<file path="src/rtl/sls_pkg.sv">
// sls_pkg: constants and types for the status led sequencer
// assumes a 10 MHz system clock; all times are converted to cycles here
package sls_pkg;
    localparam int unsigned CLK_HZ = 10_000_000;
    // times in milliseconds, as printed or chosen
    localparam int unsigned IDLE_PERIOD_MS = 1000;
    localparam int unsigned POLL_DEF_MS = 5000;
    localparam int unsigned FAST_HALF_MS = 50;
    localparam int unsigned SLOW_HALF_MS = 400;
    localparam int unsigned BLIP_MS = 20;
    localparam int unsigned FAINT_MS = 2;
    localparam int unsigned RANGE_HALF_MS = 5;
    localparam int unsigned CYC_PER_MS = CLK_HZ / 1000;
    localparam int unsigned IDLE_HALF_CYC = IDLE_PERIOD_MS * CYC_PER_MS / 2;
    localparam int unsigned POLL_DEF_CYC = POLL_DEF_MS * CYC_PER_MS;
    localparam int unsigned FAST_HALF_CYC = FAST_HALF_MS * CYC_PER_MS;
    localparam int unsigned SLOW_HALF_CYC = SLOW_HALF_MS * CYC_PER_MS;
    localparam int unsigned BLIP_CYC = BLIP_MS * CYC_PER_MS;
    localparam int unsigned FAINT_CYC = FAINT_MS * CYC_PER_MS;
    localparam int unsigned RANGE_HALF_CYC = RANGE_HALF_MS * CYC_PER_MS;
    // flash counts, then timer and flash count widths
    localparam int unsigned BOOT_FLASHES = 10;
    localparam int unsigned RADIO_FLASHES = 4;
    localparam int unsigned FLASH_FLASHES = 5;
    localparam int unsigned NV_FLASHES = 3;
    localparam int unsigned TW = 32;
    localparam int unsigned NW = 4;
    typedef enum logic [5:0] {
        SLS_BOOT  = 6'h01,
        SLS_RUN   = 6'h02,
        SLS_FLASH = 6'h04,
        SLS_BLIP  = 6'h08,
        SLS_FAULT = 6'h10,
        SLS_GAP   = 6'h20
    } sls_state_e;
endpackage

</file>
<file path="src/rtl/sls_status_led.sv">
// sls_status_led: drives the device status led and three charge leds
// assumes state inputs are levels from on-chip logic on clk_sys; pulse
// inputs are one-cycle strobes; charger inputs are pins, synchronised here
`timescale 1ns/1ns
module sls_status_led
    import sls_pkg::*;
#(
    parameter int unsigned IDLE_HALF = IDLE_HALF_CYC,
    parameter int unsigned FAST_HALF = FAST_HALF_CYC,
    parameter int unsigned SLOW_HALF = SLOW_HALF_CYC,
    parameter int unsigned BLIP_LEN = BLIP_CYC,
    parameter int unsigned FAINT_LEN = FAINT_CYC,
    parameter int unsigned RANGE_HALF = RANGE_HALF_CYC,
    parameter logic [TW-1:0] POLL_DEFAULT = TW'(POLL_DEF_CYC)
) (
    // clock and reset
    input wire logic clk_sys,
    input wire logic sys_rst,
    // boot outcome from the controller
    input wire logic boot_done,
    input wire logic radio_fault,
    input wire logic flash_fault,
    // session levels
    input wire logic sess_log,
    input wire logic sess_stream,
    input wire logic sess_hs,
    input wire logic sess_ldc,
    input wire logic range_test,
    input wire logic sleep_mode,
    // event strobes
    input wire logic ldc_sample,
    input wire logic ping_evt,
    input wire logic nv_evt,
    // poll interval programming
    input wire logic poll_wr,
    input wire logic [TW-1:0] poll_val,
    // charger pins
    input wire logic ext_pwr_ok,
    input wire logic chg_active,
    input wire logic batt_full,
    // led drives, active high
    output logic led_status,
    output logic led_pwr_good,
    output logic led_charging,
    output logic led_chg_done
);
    typedef struct packed {
        sls_state_e st;
        logic [TW-1:0] tmr;
        logic [NW-1:0] left;
        logic [TW-1:0] poll;
        logic [TW-1:0] poll_cnt;
        logic [TW-1:0] idle_cnt;
        logic [TW-1:0] rng_cnt;
        logic idle_ph;
        logic rng_ph;
        logic blip_pend;
        logic nv_pend;
        logic slow;
        logic [TW-1:0] blip_len;
        logic [2:0] s1;
        logic [2:0] s2;
        logic status;
        logic pg;
        logic chg;
        logic done;
    } sls_reg_s;

    sls_reg_s q, d;

    // half period used while flashing a counted burst
    function automatic logic [TW-1:0] half_of(input logic slow_f);
        half_of = slow_f ? TW'(SLOW_HALF) : TW'(FAST_HALF);
    endfunction

    // wrap-around step of a free divider
    function automatic logic [TW-1:0] step(input logic [TW-1:0] c,
                                           input logic [TW-1:0] lim);
        step = (c + TW'(1) >= lim) ? '0 : c + TW'(1);
    endfunction

    logic active_on;
    logic flash_start;

    always_comb begin
        d = q;
        active_on = 1'b0;
        flash_start = 1'b0;
        // charger pins pass two flops before use
        d.s1 = {ext_pwr_ok, chg_active, batt_full};
        d.s2 = q.s1;
        d.pg = q.s2[2];
        d.chg = q.s2[2] & q.s2[1] & ~q.s2[0];
        d.done = q.s2[2] & q.s2[1] & q.s2[0];
        if (poll_wr) begin
            d.poll = (poll_val == '0) ? TW'(1) : poll_val;
        end
        d.idle_cnt = step(q.idle_cnt, TW'(IDLE_HALF));
        if (q.idle_cnt + TW'(1) >= TW'(IDLE_HALF)) begin
            d.idle_ph = ~q.idle_ph;
        end
        d.rng_cnt = step(q.rng_cnt, TW'(RANGE_HALF));
        if (q.rng_cnt + TW'(1) >= TW'(RANGE_HALF)) begin
            d.rng_ph = ~q.rng_ph;
        end
        if (sleep_mode) begin
            d.poll_cnt = step(q.poll_cnt, q.poll);
        end else begin
            d.poll_cnt = '0;
        end
        // strobes are latched so a blip during another pattern is not lost
        if (ping_evt || (sess_ldc && ldc_sample)) begin
            d.blip_pend = 1'b1;
        end
        if (nv_evt) begin
            d.nv_pend = 1'b1;
        end
        case (q.st)
            SLS_BOOT: begin
                d.status = 1'b0;
                if (boot_done) begin
                    // faults take precedence over the good pattern
                    if (radio_fault) begin
                        d.left = NW'(RADIO_FLASHES);
                        d.slow = 1'b1;
                        d.st = SLS_FAULT;
                    end else if (flash_fault) begin
                        d.left = NW'(FLASH_FLASHES);
                        d.slow = 1'b1;
                        d.st = SLS_FAULT;
                    end else begin
                        d.left = NW'(BOOT_FLASHES);
                        d.slow = 1'b0;
                        d.st = SLS_FLASH;
                    end
                    d.tmr = '0;
                    d.status = 1'b1;
                end
            end
            SLS_FLASH, SLS_FAULT: begin
                d.tmr = q.tmr + TW'(1);
                if (q.tmr + TW'(1) >= half_of(q.slow)) begin
                    d.tmr = '0;
                    if (q.status) begin
                        d.status = 1'b0;
                        d.left = q.left - NW'(1);
                    end else if (q.left == '0) begin
                        // a faulted boot stays dark after its blinks
                        d.st = (q.st == SLS_FAULT) ? SLS_GAP : SLS_RUN;
                    end else begin
                        d.status = 1'b1;
                    end
                end
            end
            SLS_BLIP: begin
                d.tmr = q.tmr + TW'(1);
                if (q.tmr + TW'(1) >= q.blip_len) begin
                    d.status = 1'b0;
                    d.tmr = '0;
                    d.st = SLS_RUN;
                end
            end
            SLS_GAP: begin
                d.status = 1'b0;
            end
            default: begin
                // SLS_RUN: activity beats idle
                if (q.nv_pend) begin
                    d.nv_pend = nv_evt;
                    flash_start = 1'b1;
                end else if (q.blip_pend) begin
                    d.blip_pend = ping_evt || (sess_ldc && ldc_sample);
                    d.blip_len = TW'(BLIP_LEN);
                    d.st = SLS_BLIP;
                    d.status = 1'b1;
                    d.tmr = '0;
                end else if (sleep_mode && q.poll_cnt == '0 && !sess_ldc
                             && !range_test) begin
                    d.blip_len = TW'(FAINT_LEN);
                    d.st = SLS_BLIP;
                    d.status = 1'b1;
                    d.tmr = '0;
                end else begin
                    if (sess_log || sess_stream || sess_hs) begin
                        active_on = 1'b1;
                    end else if (range_test) begin
                        active_on = q.rng_ph;
                    end else if (sess_ldc || sleep_mode) begin
                        active_on = 1'b0;
                    end else begin
                        active_on = q.idle_ph;
                    end
                    d.status = active_on;
                end
                if (flash_start) begin
                    d.left = NW'(NV_FLASHES);
                    d.slow = 1'b0;
                    d.status = 1'b1;
                    d.tmr = '0;
                    d.st = SLS_FLASH;
                end
            end
        endcase
    end

    always_ff @(posedge clk_sys) begin
        if (sys_rst) begin
            q <= '0;
            q.st <= SLS_BOOT;
            q.poll <= POLL_DEFAULT;
        end else begin
            q <= d;
        end
    end

    assign led_status = q.status;
    assign led_pwr_good = q.pg;
    assign led_charging = q.chg;
    assign led_chg_done = q.done;
endmodule

</file>
<file path="config.mk">
export PLATFORM = sky130hd
export DESIGN_NAME = sls_status_led
export DESIGN_NICKNAME = d
export VERILOG_FILES = /design/src/rtl/sls_pkg.sv /design/src/rtl/sls_status_led.sv
export SDC_FILE = /design/constraint.sdc
export NUM_CORES = 1
export LEC_CHECK = 0
export ABC_AREA = 1
export ABC_CLOCK_PERIOD_IN_PS = 3700
export BUFFER_PORTS_ARGS = -buffer_cell sky130_fd_sc_hd__buf_4
export CORE_ASPECT_RATIO = 1.75
export CORE_MARGIN = 2
export CORE_UTILIZATION = 40
export CTS_BUF_LIST = sky130_fd_sc_hd__clkbuf_16
export DETAILED_ROUTE_END_ITERATION = 10
export HOLD_SLACK_MARGIN = 0.12
export SYNTH_ARGS = -nofsm -noshare
export SYNTH_HDL_FRONTEND = slang
export SYNTH_SLANG_ARGS = --single-unit
</file>
<file path="constraint.sdc">
create_clock -name clk_sys -period 3.7 [get_ports clk_sys]
set_input_delay 0.555 -clock clk_sys [delete_from_list [all_inputs] [get_ports clk_sys]]
set_output_delay 0.555 -clock clk_sys [all_outputs]
set_load 0.1 [all_outputs]
</file>
==> results of run 1 <==
[logic make-up after synthesis]
family,Yosys count
and+or+nand+nor,996
buffers and inverters,310
DFF,188
AOI/OAI and AO/OA,109
xor gates and xnor gates,73
adders and majority gates,59
other,1
[critical path, cell delays in order (launching register included)]
cell and delay (ps):
dfxtp_2 340, ha_1 170, nand2_1 80, nor2_2 130
inv_1 80, nor2_2 120, nand2_2 100, nor2_1 130
nand2_1 80, nor3_2 210, nand2_2 100, buf_4 140
xor2_1 230, inv_1 80, ha_1 290, a21o_1 180
a21oi_1 120, o21ai_0 90, a21oi_1 180, nand4_1 130
buf_6 150, buf_12 140, nor3_1 110
[per-stage QoR]
step                TNS, ps  std cells
floorplan                 0       1760
global placement          0       2169
detailed placement    -1110       2169
CTS                       0       2200
global route              0       2208
finish                    0       2208
[where the power goes]
part           total, uW  switching [uW]  internal, uW
Combinational       1120             762           361
Sequential          2200            71.5          2130
Clock               1780             801           980
[metal layers]
metal  global-route usage  up-vias
met2                0.402      189
met3               0.0331       96
met4                0.126        0
met1                0.188     4806
li1                     -     5574
met5                    0        -
[cell usage in the layout (no fill, tap or decap), types with 17 or more instances in the layout]
master,count
nor2_2,17
clkbuf_16,18
nand3_1,78
conb_1,25
nor2_1,280
nor3_1,53
xor2_1,52
o21ai_0,23
buf_4,70
nand2_2,21
nor4_1,19
a21oi_1,41
ha_1,59
inv_1,280
dfxtp_1,186
xnor2_1,19
nand4_1,34
nand2_1,446
[area by class of cell]
cell class,instances,area (um2)
clock buffer,17,425
multi-input combinational,1262,6580
clock inverter,14,130
fill,3008,15000
inverter,281,1050
timing repair buffer,73,582
tap,373,467
sequential,188,3770
[state kept, by name, summed over array words and instances, names as in the netlist]
| register | cells |
|---|---|
| led_pwr_good | 1 |
| led_charging | 1 |
| d | 4 |
| led_chg_done | 1 |
| led_status | 1 |
| q | 180 |
[how the worst max path moves through the flow]
stage	from	end	slack, ps
final	q[111]	q[125]	220
after floorplan	q[111]	q[138]	320
after global placement	q[111]	q[113]	20
after CTS	q[111]	q[117]	60
after global routing	q[113]	q[138]	0.6
after detailed placement	q[111]	q[138]	-50
[timing repair]
action,in CTS,in global routing
resized for setup,1,27
pin swaps,0,12
buffers inserted,0,7
endpoints found under the setup margin,32,32
cloned,0,1
==> results.sh, run 1 <==
export IMPL_outcome="completed"
export IMPL_worst_setup_slack_post_dpl_ps=-52.4
export IMPL_placed_area_um2=12300
export IMPL_yosys_register_bits=188
export IMPL_hold_path_startpoint="chg_active"
export IMPL_detail_route_vias_per_cell=4.83
export IMPL_postRouteWirelength_um=29400
export IMPL_avgSynthCellArea_um2=6.54
export IMPL_synth_common_cells="451 x nand2_1, 286 x nor2_1, 280 x inv_1"
export IMPL_final_min_period_over_clock_period=0.941
export IMPL_clock_sinks=188
export IMPL_clk_insertion_delay_late_ps=450
export IMPL_grt_pass1_vias=10564
export IMPL_synth_top_area_cell="dfxtp_1"
export IMPL_gp_congestion=0.953
export IMPL_post_synth_top_count_cell="nand2_1"
export IMPL_grt_setup_unrepaired="no"
export IMPL_hold_path_cell_count=3
export IMPL_netlist_area_um2=11400
export IMPL_skew_ps=8.49
export IMPL_synth_flop_cell="dfxtp_1"
export IMPL_grt_remaining_overflow=0
export IMPL_ys_types=47
export IMPL_cts_clk_slew_worst_paths_ps=70
export IMPL_cts_hold_fix_buffers=0
export IMPL_wl_per_cell_um=13.3
export IMPL_via_count=10665
export IMPL_areaGrowthSynthToFinish_pct=14.6
export IMPL_area_share_of_and_or_nand_nor_cells_after_synthesis=0.381
export IMPL_highest_metal_layer_with_signal_wires="met4"
export IMPL_port_buffers=53
export IMPL_r2r_end="q[125]"
export IMPL_worstSetupStartpointType="register"
export IMPL_post_route_min_period_ps=3480
export IMPL_r2r_worst_path_cells=22
export IMPL_grt_max_degree=49
export IMPL_drt_antenna_violating_nets=0
export IMPL_synth_adder_area_share=0.0650
export IMPL_main_combinational_cell_family_by_area_after_synthesis="simple AND/OR/NAND/NOR gates"
export IMPL_end_kind="register"
export IMPL_htree_levels=4
export IMPL_num_nets_final=1932
export IMPL_core_um2=28000
export IMPL_insertedDiodeCount=0
export IMPL_drt_initial_drc_count=487
export IMPL_yosys_warnings=0
export IMPL_final_critical_path_setup_slack_ps=220
export IMPL_final_util=0.465
export IMPL_clk_path_buf_depth=2
export IMPL_grt_first_pass_wirelength_um=47900
export IMPL_rows=81
export IMPL_synth_compound_gate_area_share=0.0580
export IMPL_ir_drop_mv=0.376
export IMPL_critical_path_fanouts_max=16
export IMPL_setup_worst_path_class="reg -> reg"
export IMPL_final_layout_size_suffix_gt1_frac=0.0954
export IMPL_post_route_drc_count=0
export IMPL_design_power_total_uw=5110
export IMPL_synth_mux_area_fraction=0
export IMPL_synth_top_cell_area_share=0.331
export IMPL_fin_hold_ws_ps=303
export IMPL_worst_pin_slew_ps=978
export IMPL_cts_made_buffers=17
export IMPL_dr_wl_met2_um=16100
export IMPL_first_drt_pass_iteration_count=5
export IMPL_fmaxAchievable_mhz=287
export IMPL_cp_data_arrival_time_ps=3860
export IMPL_dp_hpwl_um=22900
export IMPL_fin_area_um2=13000
export IMPL_drv_max_cap_violation_count=0
export IMPL_routedLengthMet1_um=11000
export IMPL_r2r_slack_ps=220
export IMPL_netlist_top_cells_area="dfxtp_1 33%, nand2_1 15%, nor2_1 9.5%, inv_1 9.3%, ha_1 6.5%"
export IMPL_leakagePower_uw=0.00601
export IMPL_netlist_instances=1736
export IMPL_io_pins=54
export IMPL_critPathRequiredTime_ps=4080
export IMPL_synth_edf_count=0
export IMPL_power_density_nw_per_um2=393
export IMPL_hold_violations=0
export IMPL_worst_slew_margin_rel=0.348
export IMPL_ys_seq_area_frac=0.331
export IMPL_initial_core_util=0.406
export IMPL_yosys_area_share_xor_xnor=0.0580
export IMPL_timing_final_max_slew_violations=0
export IMPL_antenna_found_initial=0
export IMPL_timing_hold_worst_class="in -> reg"
export IMPL_tritoncts_clock_tree="done"
export IMPL_overall_fraction_of_global_route_tracks_in_use=0.201
export IMPL_whs_endpoint="d[5]"
export IMPL_die_ar_um2=29800
export IMPL_rr_startpoint="q[111]"
export IMPL_ctsRootBufferMaster="clkbuf_16"
export IMPL_floorplan_die_height_um=227
export IMPL_met3_length_um=611
export IMPL_number_of_setup_violations_in_the_final_report=0
export IMPL_async_reset_ff_frac=0
export IMPL_dieWidth_um=131
Note: power is estimated with default switching activity, not from simulation.
==> run 2: changes to the inputs <==
--- a/config.mk
+++ b/config.mk
@@ -9,7 +9,6 @@
 export ABC_CLOCK_PERIOD_IN_PS = 3700
 export BUFFER_PORTS_ARGS = -buffer_cell sky130_fd_sc_hd__buf_4
 export CORE_ASPECT_RATIO = 1.75
-export CORE_MARGIN = 2
 export CORE_UTILIZATION = 40
 export CTS_BUF_LIST = sky130_fd_sc_hd__clkbuf_16
 export DETAILED_ROUTE_END_ITERATION = 10
==> run 2 against run 1 <==
Worst hold slack got worse by 7.9 ps. Non-clock buffer count rose by 2. Core utilization fell by 0.18 points. Die area fell by 2.4%. Setup slack got worse by 18 ps. Maximum frequency fell by 0.51%. First-iteration DRC count fell by 0.62%. Via count fell by 0.20%. Clock power fell by 6%. Global-route usage rose by 1.9 points. Sequential power barely moved.
==> results.sh, run 2 (synthesis gave the netlist of run 1 again) <==
export IMPL_rr_startpoint="q[111]"
export IMPL_skew_ps=9.76
export IMPL_layout_cells_most_common_list="448 x nand2_1, 281 x nor2_1, 279 x inv_1, 186 x dfxtp_1, 78 x nand3_1"
export IMPL_hold_violations=0
export IMPL_via_count=10644
export IMPL_most_common_cell_after_layout_fill_and_taps_aside="nand2_1"
export IMPL_grt_remaining_overflow=0
export IMPL_critPathBufInv=5
export IMPL_outcome="completed"
export IMPL_initial_core_util=0.406
export IMPL_num_nets_final=1934
export IMPL_grt_first_pass_wirelength_um=49200
export IMPL_die_ar_um2=29100
export IMPL_placed_cells_incl_taps=2175
export IMPL_critPathRequiredTime_ps=4090
export IMPL_cpLargestDelayFamily="simple AND/OR/NAND/NOR gates"
export IMPL_worst_setup_slack_post_dpl_ps=-48.2
export IMPL_dieWidth_um=129
export IMPL_internal_power_uw=3340
export IMPL_path_depth=25
export IMPL_share_seq_of_total_power=0.441
export IMPL_drv_max_cap_violation_count=0
export IMPL_fmaxAchievable_mhz=286
export IMPL_port_buffers=53
export IMPL_drt_antenna_violating_nets=0
export IMPL_floorplan_die_height_um=225
export IMPL_post_route_drc_count=0
export IMPL_max_reg_flops=180
export IMPL_final_min_period_over_clock_period=0.945
export IMPL_cts_made_buffers=17
export IMPL_r2r_worst_path_cells=25
export IMPL_rows=81
export IMPL_sw_frac_of_total=0.332
export IMPL_htree_levels=4
export IMPL_timing_hold_worst_class="in -> reg"
export IMPL_cp_data_arrival_time_ps=3890
export IMPL_critPathLaunch="q[111]"
export IMPL_first_drt_pass_iteration_count=5
export IMPL_ir_drop_mv=0.353
export IMPL_detail_route_vias_per_cell=4.82
export IMPL_r2r_slack_ps=200
export IMPL_timing_final_max_slew_violations=0
export IMPL_switching_power_uw=1660
export IMPL_power_share_clock=0.333
export IMPL_clk_insertion_delay_late_ps=460
export IMPL_final_cell_count_no_fill=2210
export IMPL_core_um2=28000
export IMPL_dp_hpwl_um=23900
export IMPL_io_pins=54
export IMPL_worst_slew_margin_rel=0.336
export IMPL_cts_hold_fix_buffers=0
export IMPL_grt_max_degree=49
export IMPL_worstSetupStartpointType="register"
export IMPL_antenna_found_initial=0
export IMPL_clk_path_buf_depth=2
export IMPL_areaGrowthSynthToFinish_pct=14.1
export IMPL_tritoncts_clock_tree="done"
export IMPL_drt_initial_drc_count=484
export IMPL_cts_clk_slew_worst_paths_ps=70
export IMPL_postRouteWirelength_um=30500
export IMPL_post_route_min_period_ps=3500
export IMPL_slowest_delay_ps=340
export IMPL_ctsRootBufferMaster="clkbuf_16"
export IMPL_worst_path_max_delay_cell="dfxtp_2"
export IMPL_final_layout_size_suffix_gt1_frac=0.0958
export IMPL_power_density_nw_per_um2=386
export IMPL_r2r_end="q[141]"
export IMPL_insertedDiodeCount=0
export IMPL_number_of_setup_violations_in_the_final_report=0
export IMPL_final_critical_path_setup_slack_ps=202
export IMPL_setup_worst_path_class="reg -> reg"
export IMPL_leakagePower_uw=0.00601
export IMPL_comb_power_share=0.225
export IMPL_grt_pass1_vias=10574
export IMPL_end_kind="register"
export IMPL_clock_sinks=188
export IMPL_regMostFlops="q"
export IMPL_worst_setup_path_endpoint="q[141]"
export IMPL_worst_pin_slew_ps=995
export IMPL_wl_per_cell_um=13.8
export IMPL_overall_fraction_of_global_route_tracks_in_use=0.221
export IMPL_gp_congestion=0.941
export IMPL_critical_path_fanouts_max=16
## run 2: what timing repair did
| action | CTS | global route |
|---|---|---|
| endpoints found under the setup margin | 32 | 32 |
| buffers inserted | 0 | 3 |
| pin swaps | 0 | 7 |
| endpoints found under the hold margin | 0 | 0 |
| resized for setup | 1 | 24 |
| gates cloned | 0 | 1 |
## run 2: worst min path at each step
stage	startpoint	to	slack, ps	cells after the start
final	batt_full	d[4]	290	3
after global routing	ext_pwr_ok	d[6]	300	3
after CTS	batt_full	d[4]	280	3
after detailed placement	d[6]	d[2]	390	2
after global placement	d[4]	q[4]	390	2
after floorplan	d[6]	d[2]	390	2
## run 2: layer usage
layer  vias up  track usage  part of all wire  wire, um
met3        77       0.0326             0.023       690
met1      4808        0.207              0.37     11100
met5         -            0                 0         0
li1       5577            -                 -         -
met4         0        0.134             0.053      1610
met2       182        0.434              0.56     17000
## run 2: worst register-to-register path, delay by kind of cell, from the launching register on
kind                       cells  cell delay (ps)
adders and majority gates      2              450
AOI/OAI and AO/OA              5              690
DFF                            1              340
and+or+nand+nor               13             1400
buffers and inverters          5              550
## run 2: cell type report
| type | instances | area, um2 |
|---|---|---|
| clock buffer | 17 | 425 |
| sequential | 188 | 3770 |
| multi-input combinational | 1262 | 6570 |
| inverter | 281 | 1050 |
| timing repair buffer | 75 | 593 |
| tap | 373 | 467 |
| clock inverter | 14 | 82.6 |
| fill | 2988 | 15000 |
## run 2: stage by stage
| stage | area (um2) | utilization | hold slack, ps | total power, uW | TNS [ps] |
|---|---|---|---|---|---|
| finish | 13000 | 0.463 | 295 | 5000 | 0 |
| floorplan | 11400 | - | 388 | 3110 | 0 |
| global route | 13000 | 0.463 | 303 | 5300 | -3390 |
| CTS | 12800 | 0.458 | 284 | 5050 | 0 |
| global placement | 12300 | 0.440 | 392 | 3360 | 0 |
| detailed placement | 12300 | 0.440 | 394 | 3380 | -1140 |
## run 2: power groups by stage
stage               combinational, uW  sequential, uW  clock (uW)
floorplan                         836            2270           0
global placement                 1110            2250           0
finish                           1130            2200        1670
global route                     1280            2220        1800
detailed placement               1130            2250           0
CTS                              1130            2200        1720
==> run 3: changes to the inputs <==
--- a/config.mk
+++ b/config.mk
@@ -6,7 +6,7 @@
 export NUM_CORES = 1
 export LEC_CHECK = 0
 export ABC_AREA = 1
-export ABC_CLOCK_PERIOD_IN_PS = 3700
+export ABC_CLOCK_PERIOD_IN_PS = 4100
 export BUFFER_PORTS_ARGS = -buffer_cell sky130_fd_sc_hd__buf_4
 export CORE_ASPECT_RATIO = 1.75
 export CORE_UTILIZATION = 40
==> constraint.sdc (replaced) <==
create_clock -name clk_sys -period 4.1 [get_ports clk_sys]
set_input_delay 0.615 -clock clk_sys [delete_from_list [all_inputs] [get_ports clk_sys]]
set_output_delay 0.615 -clock clk_sys [all_outputs]
set_load 0.1 [all_outputs]
==> run 3 against run 2 <==
Non-clock buffer count down 15. Sequential power is 9.5% lower. Clock power up 11%. Worst hold slack improved by 59 ps. Critical endpoint is now q[113]. Via count is 0.39% higher. Core utilization fell by 0.20 points. Power is 3.1% lower. Setup slack improved by 270 ps. Die area stayed put. Maximum frequency down 3.5%. Sequential share of layout area up 0.11 points.
==> results.sh, run 3 (synthesis gave the netlist of run 1 again) <==
export IMPL_outcome="completed"
export IMPL_antenna_found_initial=0
export IMPL_grt_setup_unrepaired="no"
export IMPL_sw_frac_of_total=0.321
export IMPL_insertedDiodeCount=0
export IMPL_drt_antenna_violating_nets=0
export IMPL_worst_setup_path_endpoint="q[113]"
export IMPL_drt_initial_drc_count=339
export IMPL_most_common_cell_after_layout_fill_and_taps_aside="nand2_1"
export IMPL_skew_ps=9.13
export IMPL_comb_power_share=0.207
export IMPL_internal_power_uw=3290
export IMPL_post_cts_setup_buffers=0
export IMPL_end_kind="register"
export IMPL_drv_max_cap_violation_count=0
export IMPL_worst_path_most_repeated_cell="nand2_1"
export IMPL_grt_max_degree=49
export IMPL_floorplan_die_height_um=225
export IMPL_r2r_worst_path_cells=24
export IMPL_grt_pass1_vias=10618
export IMPL_final_layout_size_suffix_gt1_frac=0.0806
export IMPL_areaGrowthSynthToFinish_pct=13.6
export IMPL_detail_route_vias_per_cell=4.87
export IMPL_grt_remaining_overflow=0
export IMPL_power_density_nw_per_um2=375
export IMPL_htree_levels=4
export IMPL_ir_drop_mv=0.312
export IMPL_path_depth=24
export IMPL_cts_clk_slew_worst_paths_ps=70
export IMPL_dieWidth_um=129
export IMPL_io_pins=54
export IMPL_wl_per_cell_um=13.5
export IMPL_hold_path_startpoint="batt_full"
export IMPL_gp_congestion=0.967
export IMPL_die_ar_um2=29100
export IMPL_slowest_delay_ps=410
export IMPL_switching_power_uw=1550
export IMPL_initial_core_util=0.406
export IMPL_crit_path_cell_trace="ha_1 > nand2_1 > nor2_1 > inv_1 > nor2_1 > nand2_1 > nor2_1 > nand2_1 > nor3_1 > nand2_1 > inv_1 > nand4_1 > nand2_1 > inv_1 > ha_1 > nand2_1 > o21ai_0 > a21o_1 > a21oi_1 > o21ai_0 > a21oi_1 > nand4_1 > buf_12 > nor3_1"
export IMPL_via_count=10685
export IMPL_post_route_drc_count=0
export IMPL_worst_path_max_delay_cell="dfxtp_1"
export IMPL_clock_sinks=188
export IMPL_power_share_clock=0.383
export IMPL_overall_fraction_of_global_route_tracks_in_use=0.214
export IMPL_post_route_min_period_ps=3620
export IMPL_dp_hpwl_um=23300
export IMPL_share_seq_of_total_power=0.410
export IMPL_hold_violations=0
export IMPL_worst_pin_slew_ps=974
export IMPL_timing_hold_worst_class="in -> reg"
export IMPL_num_nets_final=1919
export IMPL_rr_startpoint="q[111]"
export IMPL_final_min_period_over_clock_period=0.884
export IMPL_cts_made_buffers=17
export IMPL_placed_cells_incl_taps=2164
export IMPL_grt_first_pass_wirelength_um=48200
export IMPL_critPathLaunch="q[111]"
export IMPL_ctsRootBufferMaster="clkbuf_16"
export IMPL_fin_setup_tns_ps=0
export IMPL_cpLargestDelayFamily="simple AND/OR/NAND/NOR gates"
export IMPL_r2r_slack_ps=480
export IMPL_r2r_end="q[113]"
export IMPL_clk_path_buf_depth=2
export IMPL_max_reg_flops=180
export IMPL_layout_cells_most_common_list="451 x nand2_1, 286 x nor2_1, 279 x inv_1, 188 x dfxtp_1, 78 x nand3_1"
export IMPL_final_cell_count_no_fill=2196
export IMPL_core_um2=28000
export IMPL_worst_slew_margin_rel=0.350
export IMPL_number_of_setup_violations_in_the_final_report=0
export IMPL_fmaxAchievable_mhz=276
export IMPL_port_buffers=53
export IMPL_critPathRequiredTime_ps=4480
export IMPL_critical_path_fanouts_max=32
export IMPL_leakagePower_uw=0.00596
export IMPL_clk_insertion_delay_late_ps=460
export IMPL_n_fill_cell=3011
export IMPL_tritoncts_clock_tree="done"
export IMPL_critPathBufInv=4
export IMPL_regMostFlops="q"
export IMPL_worstSetupStartpointType="register"
export IMPL_setup_worst_path_class="reg -> reg"
export IMPL_timing_final_max_slew_violations=0
export IMPL_rows=81
export IMPL_postRouteWirelength_um=29600
export IMPL_cp_data_arrival_time_ps=4010
export IMPL_first_drt_pass_iteration_count=4
-- run 3: cell types whose count changed in the layout (fill, tap and decap cells not counted), moves of 4 or more --
cell / change
inv_8: +4
nor3_1: +5
bufinv_16: +4
nor2_1: +5
nor3_2: -4
buf_4: -14
nor2_2: -4
-- run 3: final cells by class --
class                      count  area (um2)  area share
clock buffer                  17         425      0.0330
clock inverter                15         228      0.0177
inverter                     281        1050      0.0818
multi-input combinational   1262        6500       0.504
sequential                   188        3760       0.292
tap                          373         467      0.0362
timing repair buffer          60         463      0.0359
-- run 3: layer usage --
layer  vias up  share of wire  global-route usage
met5         -              0                   0
met4         0          0.048               0.124
met3        90          0.021              0.0304
met2       171           0.57               0.433
met1      4861           0.36               0.195
li1       5563              -                   -
-- run 3: worst reg2reg max path, stage by stage (launching register included) --
cell and delay, ps:
dfxtp_1 410, ha_1 200, nand2_1 70, nor2_1 130, inv_1 80, nor2_1 110
nand2_1 100, nor2_1 170, nand2_1 90, nor3_1 250, nand2_1 80, inv_1 120
nand4_1 90, nand2_1 100, inv_1 50, ha_1 260, nand2_1 130, o21ai_0 110
a21o_1 160, a21oi_1 120, o21ai_0 80, a21oi_1 150, nand4_1 150, buf_12 200
nor3_1 140
-- run 3: timing repair --
item | CTS | global route
gates resized for setup | 0 | 3
hold buffers | 0 | 0
setup endpoints to repair | 0 | 32
hold endpoints to repair | 0 | 0
-- run 3: stage by stage --
step	power, uW	utilization	setup slack [ps]	hold WS [ps]	instance area [um2]
after global routing	5110	0.461	44.9	364	12900
after detailed placement	3040	0.437	303	396	12200
after CTS	4900	0.460	277	337	12900
after global placement	3030	0.437	409	392	12200
final	4840	0.461	475	354	12900
after floorplan	2800	-	721	388	11400
-- run 3: worst min path at each step --
stage | endpoint | cells after the start
6_report | d[4] | 3
5_1_grt | d[4] | 3
3_5_place_dp | q[5] | 2
4_1_cts | d[4] | 3
3_3_place_gp | q[5] | 2
2_1_floorplan | d[2] | 2
-- run 3: power groups by stage --
stage               Combinational, uW  Sequential [uW]  Clock, uW
detailed placement               1010             2030          0
finish                           1000             1990       1850
floorplan                         754             2050          0
CTS                              1010             1990       1900
global route                     1140             2000       1970
global placement                 1000             2030          0
